File: config.mk
export PLATFORM = sky130hd
export DESIGN_NAME = emst_stats
export DESIGN_NICKNAME = d
export VERILOG_FILES = /design/src/emst_pkg.sv /design/src/emst_stats.sv
export VERILOG_INCLUDE_DIRS = /design/src
export SDC_FILE = /design/constraint.sdc
export NUM_CORES = 1
export LEC_CHECK = 0
export ABC_CLOCK_PERIOD_IN_PS = 13300
export BUFFER_PORTS_ARGS = -buffer_cell sky130_fd_sc_hd__clkbuf_2
export CORE_AREA = 10 10 164 166
export CTS_CLUSTER_DIAMETER = 60
export CTS_CLUSTER_SIZE = 20
export DETAILED_ROUTE_END_ITERATION = 10
export DIE_AREA = 0 0 174 176
export GPL_ROUTABILITY_DRIVEN = 0
export PLACE_DENSITY_LB_ADDON = 0.2
export SLEW_MARGIN = 20
export SYNTH_ARGS = -nofsm -noshare
export SYNTH_HDL_FRONTEND = slang
export SYNTH_SLANG_ARGS = --single-unit
File: constraint.sdc
create_clock -name aclk -period 13.3 [get_ports aclk]
set_input_delay 2.66 -clock aclk [delete_from_list [all_inputs] [get_ports aclk]]
set_output_delay 2.66 -clock aclk [all_outputs]
set_load 0.02 [all_outputs]
File: src/emst_map.svh
`ifndef EMST_MAP_SVH
`define EMST_MAP_SVH

// ----------------------------------------
// Register byte addresses
// ----------------------------------------
`define EMST_ADDR_CSE 32'hf802_c068
`define EMST_ADDR_RRE 32'hf802_c06c
`define EMST_ADDR_ROV 32'hf802_c070
`define EMST_ADDR_RSE 32'hf802_c074
`define EMST_ADDR_ELE 32'hf802_c078
`define EMST_ADDR_RJA 32'hf802_c07c
`define EMST_ADDR_USF 32'hf802_c080
`define EMST_ADDR_STE 32'hf802_c084
`define EMST_ADDR_RLE 32'hf802_c088
`define EMST_ADDR_CFG 32'hf802_c0a0
`define EMST_ADDR_ISR 32'hf802_c0a4
`define EMST_ADDR_IMR 32'hf802_c0a8
`define EMST_ADDR_STEP 32'h0000_0004

// ----------------------------------------
// Counter indices, also status bit positions
// ----------------------------------------
`define EMST_NCNT 9
`define EMST_I_CSE 0
`define EMST_I_RRE 1
`define EMST_I_ROV 2
`define EMST_I_RSE 3
`define EMST_I_ELE 4
`define EMST_I_RJA 5
`define EMST_I_USF 6
`define EMST_I_STE 7
`define EMST_I_RLE 8

// ----------------------------------------
// Field masks and reset values
// ----------------------------------------
`define EMST_MASK8 16'h00ff
`define EMST_MASK16 16'hffff
`define EMST_CNT_RST 16'h0000
`define EMST_CFG_RST 32'h0000_0000
`define EMST_CFG_MASK 32'h0001_0102
`define EMST_CFG_FD_BIT 1
`define EMST_CFG_LONG_BIT 8
`define EMST_CFG_LCHK_BIT 16
`define EMST_EVT_RST 9'h000

// ----------------------------------------
// Frame length limits in bytes
// ----------------------------------------
`define EMST_MIN_LEN 16'h0040
`define EMST_MAX_LEN 16'h05ee
`define EMST_MAX_LONG 16'h0600
`define EMST_TYPE_ID 16'h0600
`define EMST_HDR_FCS 16'h0012

// ----------------------------------------
// Timing
// ----------------------------------------
`define EMST_SQE_BITS 96
`define EMST_BIT_NS 100
`define EMST_CLK_NS 50

// ----------------------------------------
// Bus responses
// ----------------------------------------
`define EMST_RESP_OKAY 2'h0
`define EMST_RESP_SLVERR 2'h2

`endif

File: src/emst_pkg.sv
package emst_pkg;

    // ----------------------------------------
    // Event carriers
    // ----------------------------------------
    typedef struct packed {
        logic valid;
        logic collision;
        logic underrun;
        logic carrier_fault;
    } emst_tx_evt_s;

    typedef struct packed {
        logic valid;
        logic addr_match;
        logic no_buffer;
        logic overrun;
        logic symbol_err;
        logic crc_err;
        logic align_err;
        logic [15:0] length;
        logic [15:0] len_type;
    } emst_rx_evt_s;

    typedef struct packed {
        logic tx_en;
        logic col;
    } emst_mii_s;

    typedef logic [15:0] emst_cnt_t;

    typedef enum {
        SQE_IDLE,
        SQE_WAIT
    } emst_sqe_e;

endpackage

File: src/emst_stats.sv
// The AXI4-Lite slave port was decided locally.
`include "emst_map.svh"

module emst_stats (
    // Clock and reset
    input logic aclk,
    input logic aresetn,
    // AXI4-Lite write channels
    input logic [31:0] s_axi_awaddr,
    input logic s_axi_awvalid,
    output logic s_axi_awready,
    input logic [31:0] s_axi_wdata,
    input logic [3:0] s_axi_wstrb,
    input logic s_axi_wvalid,
    output logic s_axi_wready,
    output logic [1:0] s_axi_bresp,
    output logic s_axi_bvalid,
    input logic s_axi_bready,
    // AXI4-Lite read channels
    input logic [31:0] s_axi_araddr,
    input logic s_axi_arvalid,
    output logic s_axi_arready,
    output logic [31:0] s_axi_rdata,
    output logic [1:0] s_axi_rresp,
    output logic s_axi_rvalid,
    input logic s_axi_rready,
    // MAC event strobes
    input emst_pkg::emst_tx_evt_s tx_evt,
    input emst_pkg::emst_rx_evt_s rx_evt,
    // Line state
    input emst_pkg::emst_mii_s mii,
    // Interrupt
    output logic irq
);

    // ----------------------------------------
    // Constants and helpers
    // ----------------------------------------
    // Window taken at 10 Mbit/s bit time, rounded down
    localparam int sqe_cycles = (`EMST_SQE_BITS * `EMST_BIT_NS) / `EMST_CLK_NS;

    function automatic logic [31:0] lane_merge(input logic [31:0] old, input logic [31:0] data,
                                               input logic [3:0] strb);
        logic [31:0] res;
        res = old;
        for (int b = 0; b < 4; b++) begin
            if (strb[b]) begin
                res[8*b +: 8] = data[8*b +: 8];
            end
        end
        return res;
    endfunction

    function automatic emst_pkg::emst_cnt_t cnt_mask(input int idx);
        return (idx == `EMST_I_RRE) ? `EMST_MASK16 : `EMST_MASK8;
    endfunction

    // ----------------------------------------
    // State
    // ----------------------------------------
    emst_pkg::emst_cnt_t cnt [`EMST_NCNT];
    logic [31:0] cfg;
    logic [`EMST_NCNT-1:0] isr;
    logic [`EMST_NCNT-1:0] imr;
    logic [`EMST_NCNT-1:0] inc;
    logic aw_hold;
    logic w_hold;
    logic [31:0] aw_addr;
    logic [31:0] w_data;
    logic [3:0] w_strb;
    logic wr_do;
    logic wr_ok;
    logic wr_cfg;
    logic wr_isr;
    logic wr_imr;
    logic [`EMST_NCNT-1:0] wr_sel;
    logic [31:0] wr_lanes;
    logic [31:0] rd_data;
    logic rd_ok;
    logic full_duplex;
    logic long_frames;
    logic len_check;
    logic tx_en_d;
    logic sqe_fire;
    logic [7:0] sqe_cnt;
    emst_pkg::emst_sqe_e sqe_state;
    logic [15:0] max_len;
    logic rx_bad;
    logic rx_over;
    logic rx_under;
    logic [31:0] imr_merged;

    assign full_duplex = cfg[`EMST_CFG_FD_BIT];
    assign long_frames = cfg[`EMST_CFG_LONG_BIT];
    assign len_check = cfg[`EMST_CFG_LCHK_BIT];
    assign wr_do = aw_hold & w_hold & ~s_axi_bvalid;
    assign wr_lanes = lane_merge(32'h0000_0000, w_data, w_strb);
    assign imr_merged = lane_merge({23'h00_0000, imr}, w_data, w_strb);

    // ----------------------------------------
    // Frame classification
    // ----------------------------------------
    assign max_len = long_frames ? `EMST_MAX_LONG : `EMST_MAX_LEN;
    assign rx_bad = rx_evt.crc_err | rx_evt.align_err | rx_evt.symbol_err;
    assign rx_over = rx_evt.length > max_len;
    assign rx_under = rx_evt.length < `EMST_MIN_LEN;

    always_comb begin
        inc = '0;
        // Underrun or collision frames never reach the carrier counter
        inc[`EMST_I_CSE] = tx_evt.valid & ~tx_evt.collision & ~tx_evt.underrun
                         & tx_evt.carrier_fault & ~full_duplex;
        inc[`EMST_I_RRE] = rx_evt.valid & rx_evt.addr_match & rx_evt.no_buffer;
        inc[`EMST_I_ROV] = rx_evt.valid & rx_evt.addr_match & rx_evt.overrun;
        inc[`EMST_I_RSE] = rx_evt.valid & rx_evt.symbol_err;
        inc[`EMST_I_ELE] = rx_evt.valid & rx_over & ~rx_bad;
        inc[`EMST_I_RJA] = rx_evt.valid & rx_over & rx_bad;
        inc[`EMST_I_USF] = rx_evt.valid & rx_under & ~rx_bad;
        inc[`EMST_I_STE] = sqe_fire;
        inc[`EMST_I_RLE] = rx_evt.valid & len_check & ~rx_over
                         & (rx_evt.len_type < `EMST_TYPE_ID)
                         & (rx_evt.length >= `EMST_HDR_FCS)
                         & ((rx_evt.length - `EMST_HDR_FCS) < rx_evt.len_type);
    end

    // ----------------------------------------
    // Quality test window after transmit
    // ----------------------------------------
    always_ff @(posedge aclk) begin
        if (!aresetn) begin
            tx_en_d <= 1'b0;
        end else begin
            tx_en_d <= mii.tx_en;
        end
    end

    always_ff @(posedge aclk) begin
        if (!aresetn) begin
            sqe_state <= emst_pkg::SQE_IDLE;
            sqe_cnt <= 8'h00;
            sqe_fire <= 1'b0;
        end else begin
            sqe_fire <= 1'b0;
            case (sqe_state)
                emst_pkg::SQE_IDLE: begin
                    if (tx_en_d && !mii.tx_en && !full_duplex) begin
                        sqe_state <= emst_pkg::SQE_WAIT;
                        sqe_cnt <= 8'h00;
                    end
                end
                emst_pkg::SQE_WAIT: begin
                    // An underrun frame must leave the counter alone
                    if (mii.col || mii.tx_en || (tx_evt.valid && tx_evt.underrun)) begin
                        sqe_state <= emst_pkg::SQE_IDLE;
                    end else if (sqe_cnt == 8'(sqe_cycles - 1)) begin
                        sqe_fire <= 1'b1;
                        sqe_state <= emst_pkg::SQE_IDLE;
                    end else begin
                        sqe_cnt <= sqe_cnt + 8'h01;
                    end
                end
                default: begin
                    sqe_state <= emst_pkg::SQE_IDLE;
                end
            endcase
        end
    end

    // ----------------------------------------
    // Address decode
    // ----------------------------------------
    always_comb begin
        wr_sel = '0;
        wr_cfg = 1'b0;
        wr_isr = 1'b0;
        wr_imr = 1'b0;
        wr_ok = 1'b1;
        if (aw_addr == `EMST_ADDR_CFG) begin
            wr_cfg = 1'b1;
        end else if (aw_addr == `EMST_ADDR_ISR) begin
            wr_isr = 1'b1;
        end else if (aw_addr == `EMST_ADDR_IMR) begin
            wr_imr = 1'b1;
        end else begin
            wr_ok = 1'b0;
            for (int i = 0; i < `EMST_NCNT; i++) begin
                if (aw_addr == `EMST_ADDR_CSE + `EMST_ADDR_STEP * 32'(i)) begin
                    wr_sel[i] = 1'b1;
                    wr_ok = 1'b1;
                end
            end
        end
    end

    always_comb begin
        rd_data = 32'h0000_0000;
        rd_ok = 1'b1;
        if (s_axi_araddr == `EMST_ADDR_CFG) begin
            rd_data = cfg;
        end else if (s_axi_araddr == `EMST_ADDR_ISR) begin
            rd_data = {23'h00_0000, isr};
        end else if (s_axi_araddr == `EMST_ADDR_IMR) begin
            rd_data = {23'h00_0000, imr};
        end else begin
            rd_ok = 1'b0;
            for (int i = 0; i < `EMST_NCNT; i++) begin
                if (s_axi_araddr == `EMST_ADDR_CSE + `EMST_ADDR_STEP * 32'(i)) begin
                    rd_data = {16'h0000, cnt[i]};
                    rd_ok = 1'b1;
                end
            end
        end
    end

    // ----------------------------------------
    // AXI4-Lite write path
    // ----------------------------------------
    // One write in flight; address and data accepted in either order
    always_ff @(posedge aclk) begin
        if (!aresetn) begin
            aw_hold <= 1'b0;
            w_hold <= 1'b0;
            aw_addr <= 32'h0000_0000;
            w_data <= 32'h0000_0000;
            w_strb <= 4'h0;
            s_axi_awready <= 1'b1;
            s_axi_wready <= 1'b1;
            s_axi_bvalid <= 1'b0;
            s_axi_bresp <= `EMST_RESP_OKAY;
        end else begin
            if (s_axi_awvalid && s_axi_awready) begin
                aw_hold <= 1'b1;
                aw_addr <= s_axi_awaddr;
                s_axi_awready <= 1'b0;
            end
            if (s_axi_wvalid && s_axi_wready) begin
                w_hold <= 1'b1;
                w_data <= s_axi_wdata;
                w_strb <= s_axi_wstrb;
                s_axi_wready <= 1'b0;
            end
            if (wr_do) begin
                aw_hold <= 1'b0;
                w_hold <= 1'b0;
                s_axi_bvalid <= 1'b1;
                s_axi_bresp <= wr_ok ? `EMST_RESP_OKAY : `EMST_RESP_SLVERR;
            end
            if (s_axi_bvalid && s_axi_bready) begin
                s_axi_bvalid <= 1'b0;
                s_axi_awready <= 1'b1;
                s_axi_wready <= 1'b1;
            end
        end
    end

    // ----------------------------------------
    // AXI4-Lite read path
    // ----------------------------------------
    always_ff @(posedge aclk) begin
        if (!aresetn) begin
            s_axi_arready <= 1'b1;
            s_axi_rvalid <= 1'b0;
            s_axi_rdata <= 32'h0000_0000;
            s_axi_rresp <= `EMST_RESP_OKAY;
        end else begin
            if (s_axi_arvalid && s_axi_arready) begin
                s_axi_arready <= 1'b0;
                s_axi_rvalid <= 1'b1;
                s_axi_rdata <= rd_data;
                s_axi_rresp <= rd_ok ? `EMST_RESP_OKAY : `EMST_RESP_SLVERR;
            end else if (s_axi_rvalid && s_axi_rready) begin
                s_axi_rvalid <= 1'b0;
                s_axi_arready <= 1'b1;
            end
        end
    end

    // ----------------------------------------
    // Configuration, status and mask
    // ----------------------------------------
    always_ff @(posedge aclk) begin
        if (!aresetn) begin
            cfg <= `EMST_CFG_RST;
        end else if (wr_do && wr_cfg) begin
            cfg <= lane_merge(cfg, w_data, w_strb) & `EMST_CFG_MASK;
        end
    end

    always_ff @(posedge aclk) begin
        if (!aresetn) begin
            imr <= `EMST_EVT_RST;
        end else if (wr_do && wr_imr) begin
            imr <= imr_merged[`EMST_NCNT-1:0];
        end
    end

    // New events win over a same-cycle clear
    always_ff @(posedge aclk) begin
        if (!aresetn) begin
            isr <= `EMST_EVT_RST;
        end else if (wr_do && wr_isr) begin
            isr <= (isr & ~wr_lanes[`EMST_NCNT-1:0]) | inc;
        end else begin
            isr <= isr | inc;
        end
    end

    always_ff @(posedge aclk) begin
        if (!aresetn) begin
            irq <= 1'b0;
        end else begin
            irq <= |(isr & imr);
        end
    end

    // ----------------------------------------
    // Counters
    // ----------------------------------------
    // A write in the cycle of an event loads the written value plus one
    for (genvar gi = 0; gi < `EMST_NCNT; gi++) begin : g_cnt
        logic [31:0] merged;
        assign merged = lane_merge({16'h0000, cnt[gi]}, w_data, w_strb);
        always_ff @(posedge aclk) begin
            if (!aresetn) begin
                cnt[gi] <= `EMST_CNT_RST;
            end else if (wr_do && wr_sel[gi]) begin
                cnt[gi] <= (merged[15:0] + {15'h0000, inc[gi]}) & cnt_mask(gi);
            end else if (inc[gi]) begin
                cnt[gi] <= (cnt[gi] + 16'h0001) & cnt_mask(gi);
            end
        end
    end

    // ----------------------------------------
    // Checks
    // ----------------------------------------
    logic [127:0] other_cnt;
    assign other_cnt = {cnt[8], cnt[7], cnt[6], cnt[5], cnt[4], cnt[3], cnt[2], cnt[1]};

    chk_carrier_count: assert property (@(posedge aclk) disable iff (!aresetn)
        tx_evt.valid && tx_evt.carrier_fault && !tx_evt.collision && !tx_evt.underrun && !full_duplex
        && !(wr_do && wr_sel[0]) |=> cnt[0] == (($past(cnt[0]) + 16'h0001) & `EMST_MASK8))
        else $error("carrier error count did not advance");
    chk_carrier_fd: assert property (@(posedge aclk) disable iff (!aresetn)
        full_duplex && !(wr_do && wr_sel[0]) |=> $stable(cnt[0]))
        else $error("carrier error counted in full duplex");
    chk_carrier_only: assert property (@(posedge aclk) disable iff (!aresetn)
        tx_evt.valid && !rx_evt.valid && !sqe_fire && !wr_do |=> $stable(other_cnt))
        else $error("transmit event moved another counter");
    chk_resource_count: assert property (@(posedge aclk) disable iff (!aresetn)
        rx_evt.valid && rx_evt.addr_match && rx_evt.no_buffer && !(wr_do && wr_sel[1])
        |=> cnt[1] == $past(cnt[1]) + 16'h0001)
        else $error("resource error count did not advance");
    chk_overrun_count: assert property (@(posedge aclk) disable iff (!aresetn)
        rx_evt.valid && rx_evt.addr_match && rx_evt.overrun && !(wr_do && wr_sel[2])
        |=> cnt[2] == (($past(cnt[2]) + 16'h0001) & `EMST_MASK8))
        else $error("overrun count did not advance");
    chk_symbol_count: assert property (@(posedge aclk) disable iff (!aresetn)
        rx_evt.valid && rx_evt.symbol_err && !(wr_do && wr_sel[3])
        |=> cnt[3] == (($past(cnt[3]) + 16'h0001) & `EMST_MASK8))
        else $error("symbol error count did not advance");
    chk_symbol_jabber: assert property (@(posedge aclk) disable iff (!aresetn)
        rx_evt.valid && rx_evt.symbol_err && rx_evt.length > max_len |-> inc[5] && !inc[4])
        else $error("long symbol error frame not a jabber");
    chk_excess_len: assert property (@(posedge aclk) disable iff (!aresetn)
        inc[4] |-> rx_evt.length > max_len && !rx_evt.crc_err && !rx_evt.align_err && !rx_evt.symbol_err)
        else $error("excessive length counted wrongly");
    chk_jabber_len: assert property (@(posedge aclk) disable iff (!aresetn)
        rx_evt.valid && rx_evt.crc_err && rx_evt.length > max_len && !(wr_do && wr_sel[5])
        |=> cnt[5] == (($past(cnt[5]) + 16'h0001) & `EMST_MASK8))
        else $error("jabber count did not advance");
    chk_undersize_len: assert property (@(posedge aclk) disable iff (!aresetn)
        inc[6] |-> rx_evt.length < `EMST_MIN_LEN && !rx_evt.crc_err && !rx_evt.align_err && !rx_evt.symbol_err)
        else $error("undersize counted wrongly");
    chk_sqe_window: assert property (@(posedge aclk) disable iff (!aresetn)
        sqe_fire |-> $past(mii.tx_en, 194) && !$past(mii.tx_en, 193) && !$past(mii.col))
        else $error("quality test error outside its window");
    chk_mismatch_len: assert property (@(posedge aclk) disable iff (!aresetn)
        inc[8] |-> rx_evt.length - `EMST_HDR_FCS < rx_evt.len_type)
        else $error("length mismatch on a long enough frame");
    chk_lencheck_off: assert property (@(posedge aclk) disable iff (!aresetn)
        !len_check && !(wr_do && wr_sel[8]) |=> $stable(cnt[8]))
        else $error("length checked while disabled");
    chk_type_id: assert property (@(posedge aclk) disable iff (!aresetn)
        rx_evt.valid && (rx_evt.len_type >= `EMST_TYPE_ID || rx_over) |-> !inc[8])
        else $error("type field or long frame counted as mismatch");
    chk_long_limit: assert property (@(posedge aclk) disable iff (!aresetn)
        rx_evt.valid && long_frames && rx_evt.length == `EMST_MAX_LONG |-> !inc[4] && !inc[5])
        else $error("1536 byte frame rejected with long frames on");
    chk_underrun_only: assert property (@(posedge aclk) disable iff (!aresetn)
        tx_evt.valid && tx_evt.underrun && !rx_evt.valid && !sqe_fire && !wr_do
        |=> $stable(cnt[0]) && $stable(other_cnt))
        else $error("underrun frame moved a counter");
    chk_write_load: assert property (@(posedge aclk) disable iff (!aresetn)
        wr_do && wr_sel[0] && !inc[0] && w_strb == 4'hf |=> cnt[0] == {8'h00, $past(w_data[7:0])})
        else $error("counter write did not load");

endmodule

==> results.sh, run 1 <==
export IMPL_status="finished, final reports clean"
export IMPL_antenna_found_initial=1
export IMPL_required_ns=13.48
export IMPL_fmax_ghz=0.1550
export IMPL_fin_ws_ns=6.846
export IMPL_htree_levels=4
export IMPL_finalSetupViolCount=0
export IMPL_p_seq_share_pct=48.9
export IMPL_crit_chain="clkbuf_2, inv_1, ha_1, inv_1, o21ai_0, nand2_1, nor4_1, xor2_1, ha_1, a22oi_1, nand4_1, a41oi_1, o21ai_0, nor3_1, ha_1, ha_1, nand3b_1, nor3_1, xor2_1, mux2i_1, nor2_1"
export IMPL_synth_seq_cells=191
export IMPL_fp_coreArea_um2=23820
export IMPL_place_port_buffers=160
export IMPL_drt_pre_antenna_iters=8
export IMPL_synth_cell_types=78
export IMPL_dp_cells=1971
export IMPL_routed_wl_um=39290
export IMPL_syn_area_um2=12840
export IMPL_num_nets_final=1871
export IMPL_slowest_delay_ns=0.48
export IMPL_yosys_warnings=0
export IMPL_pwr_share_clk_pct=38.2
export IMPL_combPwrFrac_pct=12.9
export IMPL_grt_pass1_wl_um=62240
export IMPL_startpoint_type="primary input"
export IMPL_power_density_nw_per_um2=95.53
export IMPL_seq_area_um2=4626
export IMPL_endpoint_kind="flop"
export IMPL_holdWs_ns=0.4581
export IMPL_finalCritPeriodShare_pct=48.52
export IMPL_final_common_cell="nand2_1"
export IMPL_p_sw_share_pct=29.32
export IMPL_cts_tree="built"
export IMPL_critPathSlowestCell="nor3_1"
export IMPL_synth_edf_count=80
export IMPL_antenna_left=0
export IMPL_min_path_type="flop to flop"
export IMPL_fin_util_pct=60.15
export IMPL_cp_top_family="simple AND/OR/NAND/NOR gates"
export IMPL_async_flop_share_pct=0
export IMPL_hold_depth=2
export IMPL_grt_pass1_vias=11890
export IMPL_drc=0
export IMPL_initial_core_util_pct=53.90
export IMPL_num_rows=57
export IMPL_ir_drop_uv=98.77
export IMPL_viasPerCell=6.073
export IMPL_final_cell_mix="nand2_1 (203), clkbuf_2 (160), a21oi_1 (121), dfxtp_1 (110), inv_1 (99)"
export IMPL_fin_skew_ns=0.01319
export IMPL_fin_setup_tns_ns=0
export IMPL_cts_clk_slew_worst_paths_ns=0.08
export IMPL_die_y_um=176
export IMPL_drt_iter0_drc=1433
export IMPL_avgSynthCellArea_um2=8.284
export IMPL_areaGrowthSynthToFinish_pct=11.60
export IMPL_cap_violations=0
export IMPL_clk_latency_ns=0.45
export IMPL_post_cts_buffers=0
export IMPL_wl_per_cell_um=19.61
export IMPL_grtUsageTotal_pct=24.80
export IMPL_grt_max_degree=82
export IMPL_power_leakage_uw=0.005427
export IMPL_num_io_pins=194
export IMPL_synth_top_area_share_pct=18.71
export IMPL_multiInputGateArea_um2=7487
export IMPL_drive_gt1_share_pct=13.58
export IMPL_rsz0062_at_grt="no"
export IMPL_cts_buffer_depth=2
export IMPL_report_final_slew_viol_count=0
export IMPL_relSlewSlack_pct=22.46
export IMPL_path_class="primary input to flop"
export IMPL_p_sw_uw=401.4
export IMPL_ys_seq_area_share_pct=36.02
export IMPL_grt_overflow_total=0
export IMPL_yosysTopAreaCell="edfxtp_1"
export IMPL_internal_power_uw=967.4
export IMPL_ys_flop_type="dfxtp_1"
export IMPL_cts_sinks=191
export IMPL_critPathBufInv=3
export IMPL_cts_buffers=17
export IMPL_root_buffer="clkbuf_16"
export IMPL_die_area_um2=30620
export IMPL_worst_path_stages=21
export IMPL_crit_fanout=5
export IMPL_ctsResizeCount=0
export IMPL_finalCriticalPeriod_ns=6.454
export IMPL_postCtsHoldBufs=0
export IMPL_pre_cts_ws_ns=6.374
export IMPL_finalHoldViolCount=0
export IMPL_critPathArrivalTime_ns=6.63
export IMPL_fillers=2192
export IMPL_netlist_instances=1550
export IMPL_die_w_um=174
export IMPL_synthTopCellsByArea="edfxtp_1 (19%), dfxtp_1 (17%), nand2_1 (5.9%)"
export IMPL_worstMarginPinSlew_ns=1.154
export IMPL_crit_path_frequent_cell="ha_1"
export IMPL_num_vias=12170
export IMPL_stdcell_count=2004
export IMPL_r2r_cells=11
export IMPL_hpwlAfterDp_um=29160
registers in the layout, summed over array words and instances, names as in the netlist, 3 cells and up:
signal,count
s_axi_rdata,17
imr,9
w_strb,3
cfg,3
w_data,17
cnt,80
aw_addr,32
isr,9
sqe_cnt,8
stage by stage:
stage / cell area [um2] / power (uW)
after detailed placement: 13730 / 855.4
after floorplan: 12900 / 794.8
after global placement: 13730 / 850.1
after global routing: 14330 / 1418
after CTS: 14330 / 1368
final: 14330 / 1369
Yosys cell counts, types with 5 or more instances:
master and number:
or2_2 6, a22oi_1 10, a21boi_0 5, o22ai_1 65, o21ai_0 82, and3_1 21
or3_1 8, buf_4 17, o221ai_1 5, dfxtp_1 111, a32oi_1 8, o211ai_1 8
xnor2_1 81, xor2_1 57, nor4b_1 9, a211oi_1 6, clkbuf_1 55, nand3b_1 15
and2_1 14, mux2_2 5, nand4_1 12, nor3_1 38, a221oi_1 13, nor4_1 9
nand2b_1 7, nor2_1 85, a22o_1 5, mux2i_1 27, ha_1 53, nor2b_1 18
edfxtp_1 80, or4_1 6, inv_1 100, nand3_1 94, a21oi_1 121, nand2_1 203
a31oi_1 6
worst register-to-register path, delay by kind of cell (launching register included):
family | cells | cell delay [ns]
adder cells (fa/ha/maj) | 2 | 0.39
flip-flops | 1 | 0.31
AND/OR/NAND/NOR | 3 | 1.46
AO/OA/AOI/OAI | 4 | 1.03
buffers and inverters | 2 | 0.70
logic make-up after synthesis:
group / after synthesis / share of synthesized area (%)
AOI/OAI and AO/OA: 370 / 17.59
xor gates and xnor gates: 138 / 9.413
adders and majority gates: 53 / 5.165
buffers and inverters: 184 / 6.188
DFF: 191 / 36.02
muxes: 32 / 2.543
other: 1 / 0.02921
and+or+nand+nor: 581 / 23.06
path summary, 6_finish.rpt:
path | startpoint | end | slack (ns)
max | rx_evt[17] | cnt[8][6] | 6.85
min | aw_addr[11] | aw_addr[11] | 0.46
max reg2reg | w_strb[0] | cnt[1][12] | 9.16
min reg2reg | aw_addr[11] | aw_addr[11] | 0.46
layout make-up:
class	count	area share (%)
antenna	1	0.01746
clock buffer	19	3.170
clock inverter	13	0.9780
inverter	100	2.620
multi-input combinational	1191	52.25
sequential	191	32.28
tap	324	2.829
timing repair buffer	165	5.851
metal layers:
| metal | GRT usage, % | part of all wire (%) | vias up |
|---|---|---|---|
| met5 | 0 | 0 | - |
| met4 | 10.22 | 3.5 | 0 |
| met3 | 5.083 | 9.2 | 98 |
| met2 | 39.77 | 46 | 624 |
| met1 | 32.14 | 42 | 5667 |
| li1 | - | - | 5781 |
power groups by stage:
stage               Clock (uW)  Sequential, uW  Combinational [uW]
global placement             0             681                 169
finish                     523             670                 176
floorplan                    0             670                 125
CTS                        525             668                 175
global route               547             673                 198
detailed placement           0             682                 174
(Power assumes the default switching activity.)
==> inputs of run 2 (changes only) <==
Settings changed: ABC_CLOCK_PERIOD_IN_PS 13300 to 5800, CORE_AREA 10 10 164 166 to 10 10 167 169, DIE_AREA 0 0 174 176 to 0 0 177 179.
Clock period 13.3 ns to 5.8 ns, I/O delays scaled along.
==> results.sh, run 2 (synthesized netlist as in run 1, its figures left out) <==
export IMPL_min_from="aw_addr[30]"
export IMPL_die_area_um2=31680
export IMPL_holdWs_ns=0.4556
export IMPL_num_io_pins=194
export IMPL_maxUsedRoutingLayer="met4"
export IMPL_crit_fanout=5
export IMPL_viasPerCell=6.053
export IMPL_root_buffer="clkbuf_16"
export IMPL_num_rows=58
export IMPL_final_cell_mix="nand2_1 (203), clkbuf_2 (160), a21oi_1 (121), dfxtp_1 (110), inv_1 (99)"
export IMPL_num_vias=12170
export IMPL_path_class="primary input to flop"
export IMPL_fin_skew_ns=0.01589
export IMPL_htree_levels=4
export IMPL_die_w_um=177
export IMPL_drt_pre_antenna_iters=7
export IMPL_cts_tree="built"
export IMPL_slowest_delay_ns=0.48
export IMPL_finalHoldViolCount=0
export IMPL_crit_chain="clkbuf_2, inv_1, ha_1, inv_1, o21ai_0, buf_4, nand2_1, nor4_1, xor2_1, ha_1, a22oi_1, nand4_1, a41oi_1, o21ai_0, nor3_1, ha_1, nand3_1, nor3_1, nand3b_1, xnor2_1, mux2i_1, nor2_1"
export IMPL_startpoint_type="primary input"
export IMPL_fp_coreArea_um2=24750
export IMPL_power_leakage_uw=0.005445
export IMPL_crit_path_frequent_cell="ha_1"
export IMPL_stdcell_count=2011
export IMPL_min_to="aw_addr[30]"
export IMPL_hold_depth=2
export IMPL_cts_sinks=191
export IMPL_finalCritPeriodShare_pct=82.89
export IMPL_critPathSlowestCell="nor3_1"
export IMPL_relSlewSlack_pct=31.49
export IMPL_fin_setup_tns_ns=0
export IMPL_largest_register_ffs=80
export IMPL_grt_pass1_wl_um=61290
export IMPL_endpoint_kind="flop"
export IMPL_r2r_cells=10
export IMPL_cp_top_family="simple AND/OR/NAND/NOR gates"
export IMPL_diodes=0
export IMPL_wl_per_cell_um=19.38
export IMPL_regToRegSetupSlack_ns=1.83
export IMPL_dp_cells=1979
export IMPL_drive_gt1_share_pct=13.74
export IMPL_rsz0062_at_grt="no"
export IMPL_ir_drop_uv=162.8
export IMPL_cts_buffer_depth=2
export IMPL_final_common_cell="nand2_1"
export IMPL_route_met2_wl_um=17540
export IMPL_drc=0
export IMPL_cap_violations=0
export IMPL_grt_max_degree=65
export IMPL_clk_latency_ns=0.45
export IMPL_cts_clk_slew_worst_paths_ns=0.09
export IMPL_routed_wl_um=38980
export IMPL_post_cts_buffers=0
export IMPL_grtUsageTotal_pct=24.01
export IMPL_die_y_um=179
export IMPL_areaGrowthSynthToFinish_pct=11.92
export IMPL_initial_core_util_pct=51.89
export IMPL_fmax_ghz=0.2080
export IMPL_required_ns=5.98
export IMPL_status="finished, final reports clean"
export IMPL_fin_ws_ns=0.9924
export IMPL_ctsResizeCount=0
export IMPL_finalSetupViolCount=0
export IMPL_antenna_found_initial=0
export IMPL_min_path_type="flop to flop"
export IMPL_grt_pass1_vias=11620
export IMPL_dr_wl_met3_um=3694
export IMPL_antenna_left=0
export IMPL_top_regs="cnt x80, aw_addr x32"
export IMPL_finalCriticalPeriod_ns=4.808
export IMPL_power_density_nw_per_um2=220.5
export IMPL_met1_length_um=16250
export IMPL_worstMarginPinSlew_ns=1.028
export IMPL_postCtsHoldBufs=0
export IMPL_pre_cts_ws_ns=0.5151
export IMPL_worstReg2RegStart="w_strb[0]"
export IMPL_grt_overflow_total=0
export IMPL_report_final_slew_viol_count=0
export IMPL_drt_iter0_drc=1332
export IMPL_critPathArrivalTime_ns=4.99
export IMPL_regMostFlops="cnt"
export IMPL_hpwlAfterDp_um=29150
export IMPL_cts_buffers=17
export IMPL_critPathBufInv=4
export IMPL_num_nets_final=1873
export IMPL_reg2reg_to="cnt[1][12]"
export IMPL_place_port_buffers=160
==> run 2: changes by cell type in the layout (fill, tap and decap cells not counted), sizes merged <==
cell    previous run  this run
clkinv             4         7
buf                5         7
clkbuf           179       177
diode              1         0
inv              108       107
==> run 2: report_power, final <==
part / internal [uW] / total, uW / switching (uW)
logic: 160 / 399 / 240
clock network: 592 / 1230 / 637
registers: 1460 / 1540 / 81.8
==> run 2: worst reg2reg max path: stages (launching register included) <==
cell	delay, ns
dfxtp_2	0.82
nand2_1	0.60
o21ai_0	0.24
ha_1	0.21
ha_1	0.19
inv_1	0.07
a221o_1	0.37
nor4_1	0.65
nand2_1	0.14
a221oi_1	0.30
o21ai_0	0.14
==> run 2: stage by stage <==
stage               area (um2)  util [%]  power, uW
floorplan                12900         -       1823
global placement         13750     55.58       1952
detailed placement       13750     55.58       1961
CTS                      14370     58.07       3161
global route             14370     58.07       3278
finish                   14370     58.07       3169
==> run 2: cell type report <==
class	instances	area (um2)
Clock inverter	15	190.2
Timing Repair Buffer	167	853.3
Sequential cell	191	4626
Tap cell	330	412.9
Inverter	100	375.4
Clock buffer	17	425.4
Fill cell	2231	10380
Multi-Input combinational cell	1191	7487
==> run 2: worst max-delay path by stage <==
| stage | startpoint | end | slack [ns] | cells past startpoint |
|---|---|---|---|---|
| after global placement | rx_evt[17] | cnt[8][6] | 0.63 | 22 |
| after floorplan | rx_evt[17] | cnt[8][6] | 1.11 | 20 |
| after CTS | rx_evt[17] | cnt[8][6] | 0.97 | 22 |
| after detailed placement | rx_evt[17] | cnt[8][7] | 0.52 | 22 |
| after global routing | rx_evt[17] | cnt[8][7] | 0.46 | 22 |
| final | rx_evt[17] | cnt[8][7] | 0.99 | 22 |
==> run 2: layer usage <==
metal  global-route usage, %  vias to the layer above
met3                   5.476                      104
met4                   9.492                        0
met1                   31.30                     5671
li1                        -                     5797
met2                   37.85                      600
met5                       0                        -
==> inputs of run 3 (changes only) <==
Settings changed: ABC_CLOCK_PERIOD_IN_PS 5800 to 4700, CORE_AREA 10 10 167 169 to 10 10 164 166, DIE_AREA 0 0 177 179 to 0 0 174 176.
Clock period 5.8 ns to 4.7 ns, I/O delays scaled along.
==> results.sh, run 3 (synthesized netlist as in run 1, its figures left out) <==
export IMPL_fmax_ghz=0.2356
export IMPL_htree_levels=4
export IMPL_power_density_nw_per_um2=276.1
export IMPL_grt_pass1_wl_um=63110
export IMPL_cap_violations=0
export IMPL_finalCriticalPeriod_ns=4.245
export IMPL_critPathArrivalTime_ns=4.45
export IMPL_report_final_slew_viol_count=0
export IMPL_power_leakage_uw=0.005549
export IMPL_status="finished, final reports clean"
export IMPL_num_vias=12380
export IMPL_antenna_left=0
export IMPL_num_io_pins=194
export IMPL_fin_setup_tns_ns=0
export IMPL_grtUsageTotal_pct=25.16
export IMPL_slowest_delay_ns=0.58
export IMPL_fin_util_pct=61.04
export IMPL_critPathBufInv=1
export IMPL_fp_coreArea_um2=23820
export IMPL_hpwlAfterDp_um=29680
export IMPL_root_buffer="clkbuf_16"
export IMPL_num_nets_final=1890
export IMPL_largest_register_ffs=80
export IMPL_multiInputGateArea_um2=7492
export IMPL_clk_latency_ns=0.45
export IMPL_finalPower_uw=4013
export IMPL_drc=0
export IMPL_top_regs="cnt x80, aw_addr x32"
export IMPL_cp_top_family="simple AND/OR/NAND/NOR gates"
export IMPL_grt_pass1_vias=11850
export IMPL_fillers=2165
export IMPL_routed_wl_um=39560
export IMPL_grt_max_degree=71
export IMPL_finalSetupViolCount=0
export IMPL_drive_gt1_share_pct=14.66
export IMPL_startpoint_type="primary input"
export IMPL_finalHoldViolCount=0
export IMPL_rsz0062_at_grt="no"
export IMPL_grt_overflow_total=0
export IMPL_endpoint_kind="flop"
export IMPL_required_ns=4.91
export IMPL_place_port_buffers=160
export IMPL_final_cell_mix="nand2_1 (203), clkbuf_2 (160), a21oi_1 (121), dfxtp_1 (110), inv_1 (99)"
export IMPL_fin_ws_ns=0.4550
export IMPL_cts_buffers=17
export IMPL_antenna_found_initial=1
export IMPL_drt_pre_antenna_iters=6
export IMPL_critPathSlowestCell="or4_1"
export IMPL_cts_buffer_depth=2
export IMPL_cts_clk_slew_worst_paths_ns=0.09
export IMPL_post_cts_buffers=0
export IMPL_pre_cts_ws_ns=0.005215
export IMPL_path_class="primary input to flop"
export IMPL_postCtsHoldBufs=0
export IMPL_dp_cells=1990
export IMPL_ctsResizeCount=0
export IMPL_fin_skew_ns=0.01577
export IMPL_initial_core_util_pct=53.90
export IMPL_num_rows=57
export IMPL_min_path_type="flop to flop"
export IMPL_cts_tree="built"
export IMPL_seq_area_um2=4626
export IMPL_cts_sinks=191
export IMPL_crit_chain="clkbuf_2, or4_1, nor4_1, xor2_1, ha_1, a22oi_1, nand4_1, a41oi_1, o21ai_0, nor3_1, ha_1, ha_1, nand3b_1, nor3_1, xor2_1, mux2i_1, nor2_1"
export IMPL_stdcell_count=2023
export IMPL_relSlewSlack_pct=29.73
export IMPL_die_y_um=176
export IMPL_final_common_cell="nand2_1"
export IMPL_finalCritPeriodShare_pct=90.32
export IMPL_worstMarginPinSlew_ns=1.054
export IMPL_drt_iter0_drc=1273
export IMPL_regMostFlops="cnt"
export IMPL_areaGrowthSynthToFinish_pct=13.23
export IMPL_crit_fanout=4
export IMPL_die_area_um2=30620
export IMPL_wl_per_cell_um=19.55
export IMPL_crit_path_frequent_cell="ha_1"
export IMPL_ir_drop_uv=233.4
export IMPL_die_w_um=174
export IMPL_viasPerCell=6.120
[run 3: worst reg2reg max path: cells and delay by family (launching register included)]
kind / cells / cell delay, ns
AOI/OAI and AO/OA: 3 / 0.77
DFF: 1 / 0.33
and+or+nand+nor: 4 / 2.37
[run 3: final cells by class]
type                    instances  area share [%]
multi-input cells            1191           51.53
flip-flops and latches        191           31.82
repair buffers                184           6.747
clock buffers                  17           2.926
well taps                     324           2.788
inverters                     100           2.582
clock inverters                15           1.592
diodes                          1         0.01721
[run 3: final timing paths]
| kind | start | endpoint | slack, ns | depth (start not counted) |
|---|---|---|---|---|
| hold / removal | aw_addr[8] | aw_addr[8] | 0.46 | 2 |
| setup / recovery | rx_evt[26] | cnt[8][6] | 0.46 | 17 |
| hold reg to reg | aw_addr[8] | aw_addr[8] | 0.46 | 2 |
| setup reg to reg | aw_addr[23] | cnt[1][12] | 1.06 | 7 |
[run 3: power breakdown]
group | total [uW] | leakage (uW) | switching [uW] | internal (uW)
clock network | 1610 | 0.000316 | 842 | 770
registers | 1890 | 0.00174 | 95.5 | 1800
logic | 507 | 0.00349 | 304 | 202
total | 4010 | 0.00555 | 1240 | 2770
[run 3: routing by layer]
layer	GRT usage, %	vias to the layer above	wire length (um)
met1	32.79	5821	16320
li1	-	5817	-
met5	0	-	0
met4	8.336	0	1257
met2	40.72	652	18180
met3	5.575	91	3801
[run 3: stage by stage]
step | instance area (um2) | hold slack [ns]
3_3_place_gp | 13870 | 0.4403
5_1_grt | 14540 | 0.4803
4_1_cts | 14530 | 0.4612
2_1_floorplan | 12900 | 0.4308
6_report | 14540 | 0.4608
3_5_place_dp | 13870 | 0.4490
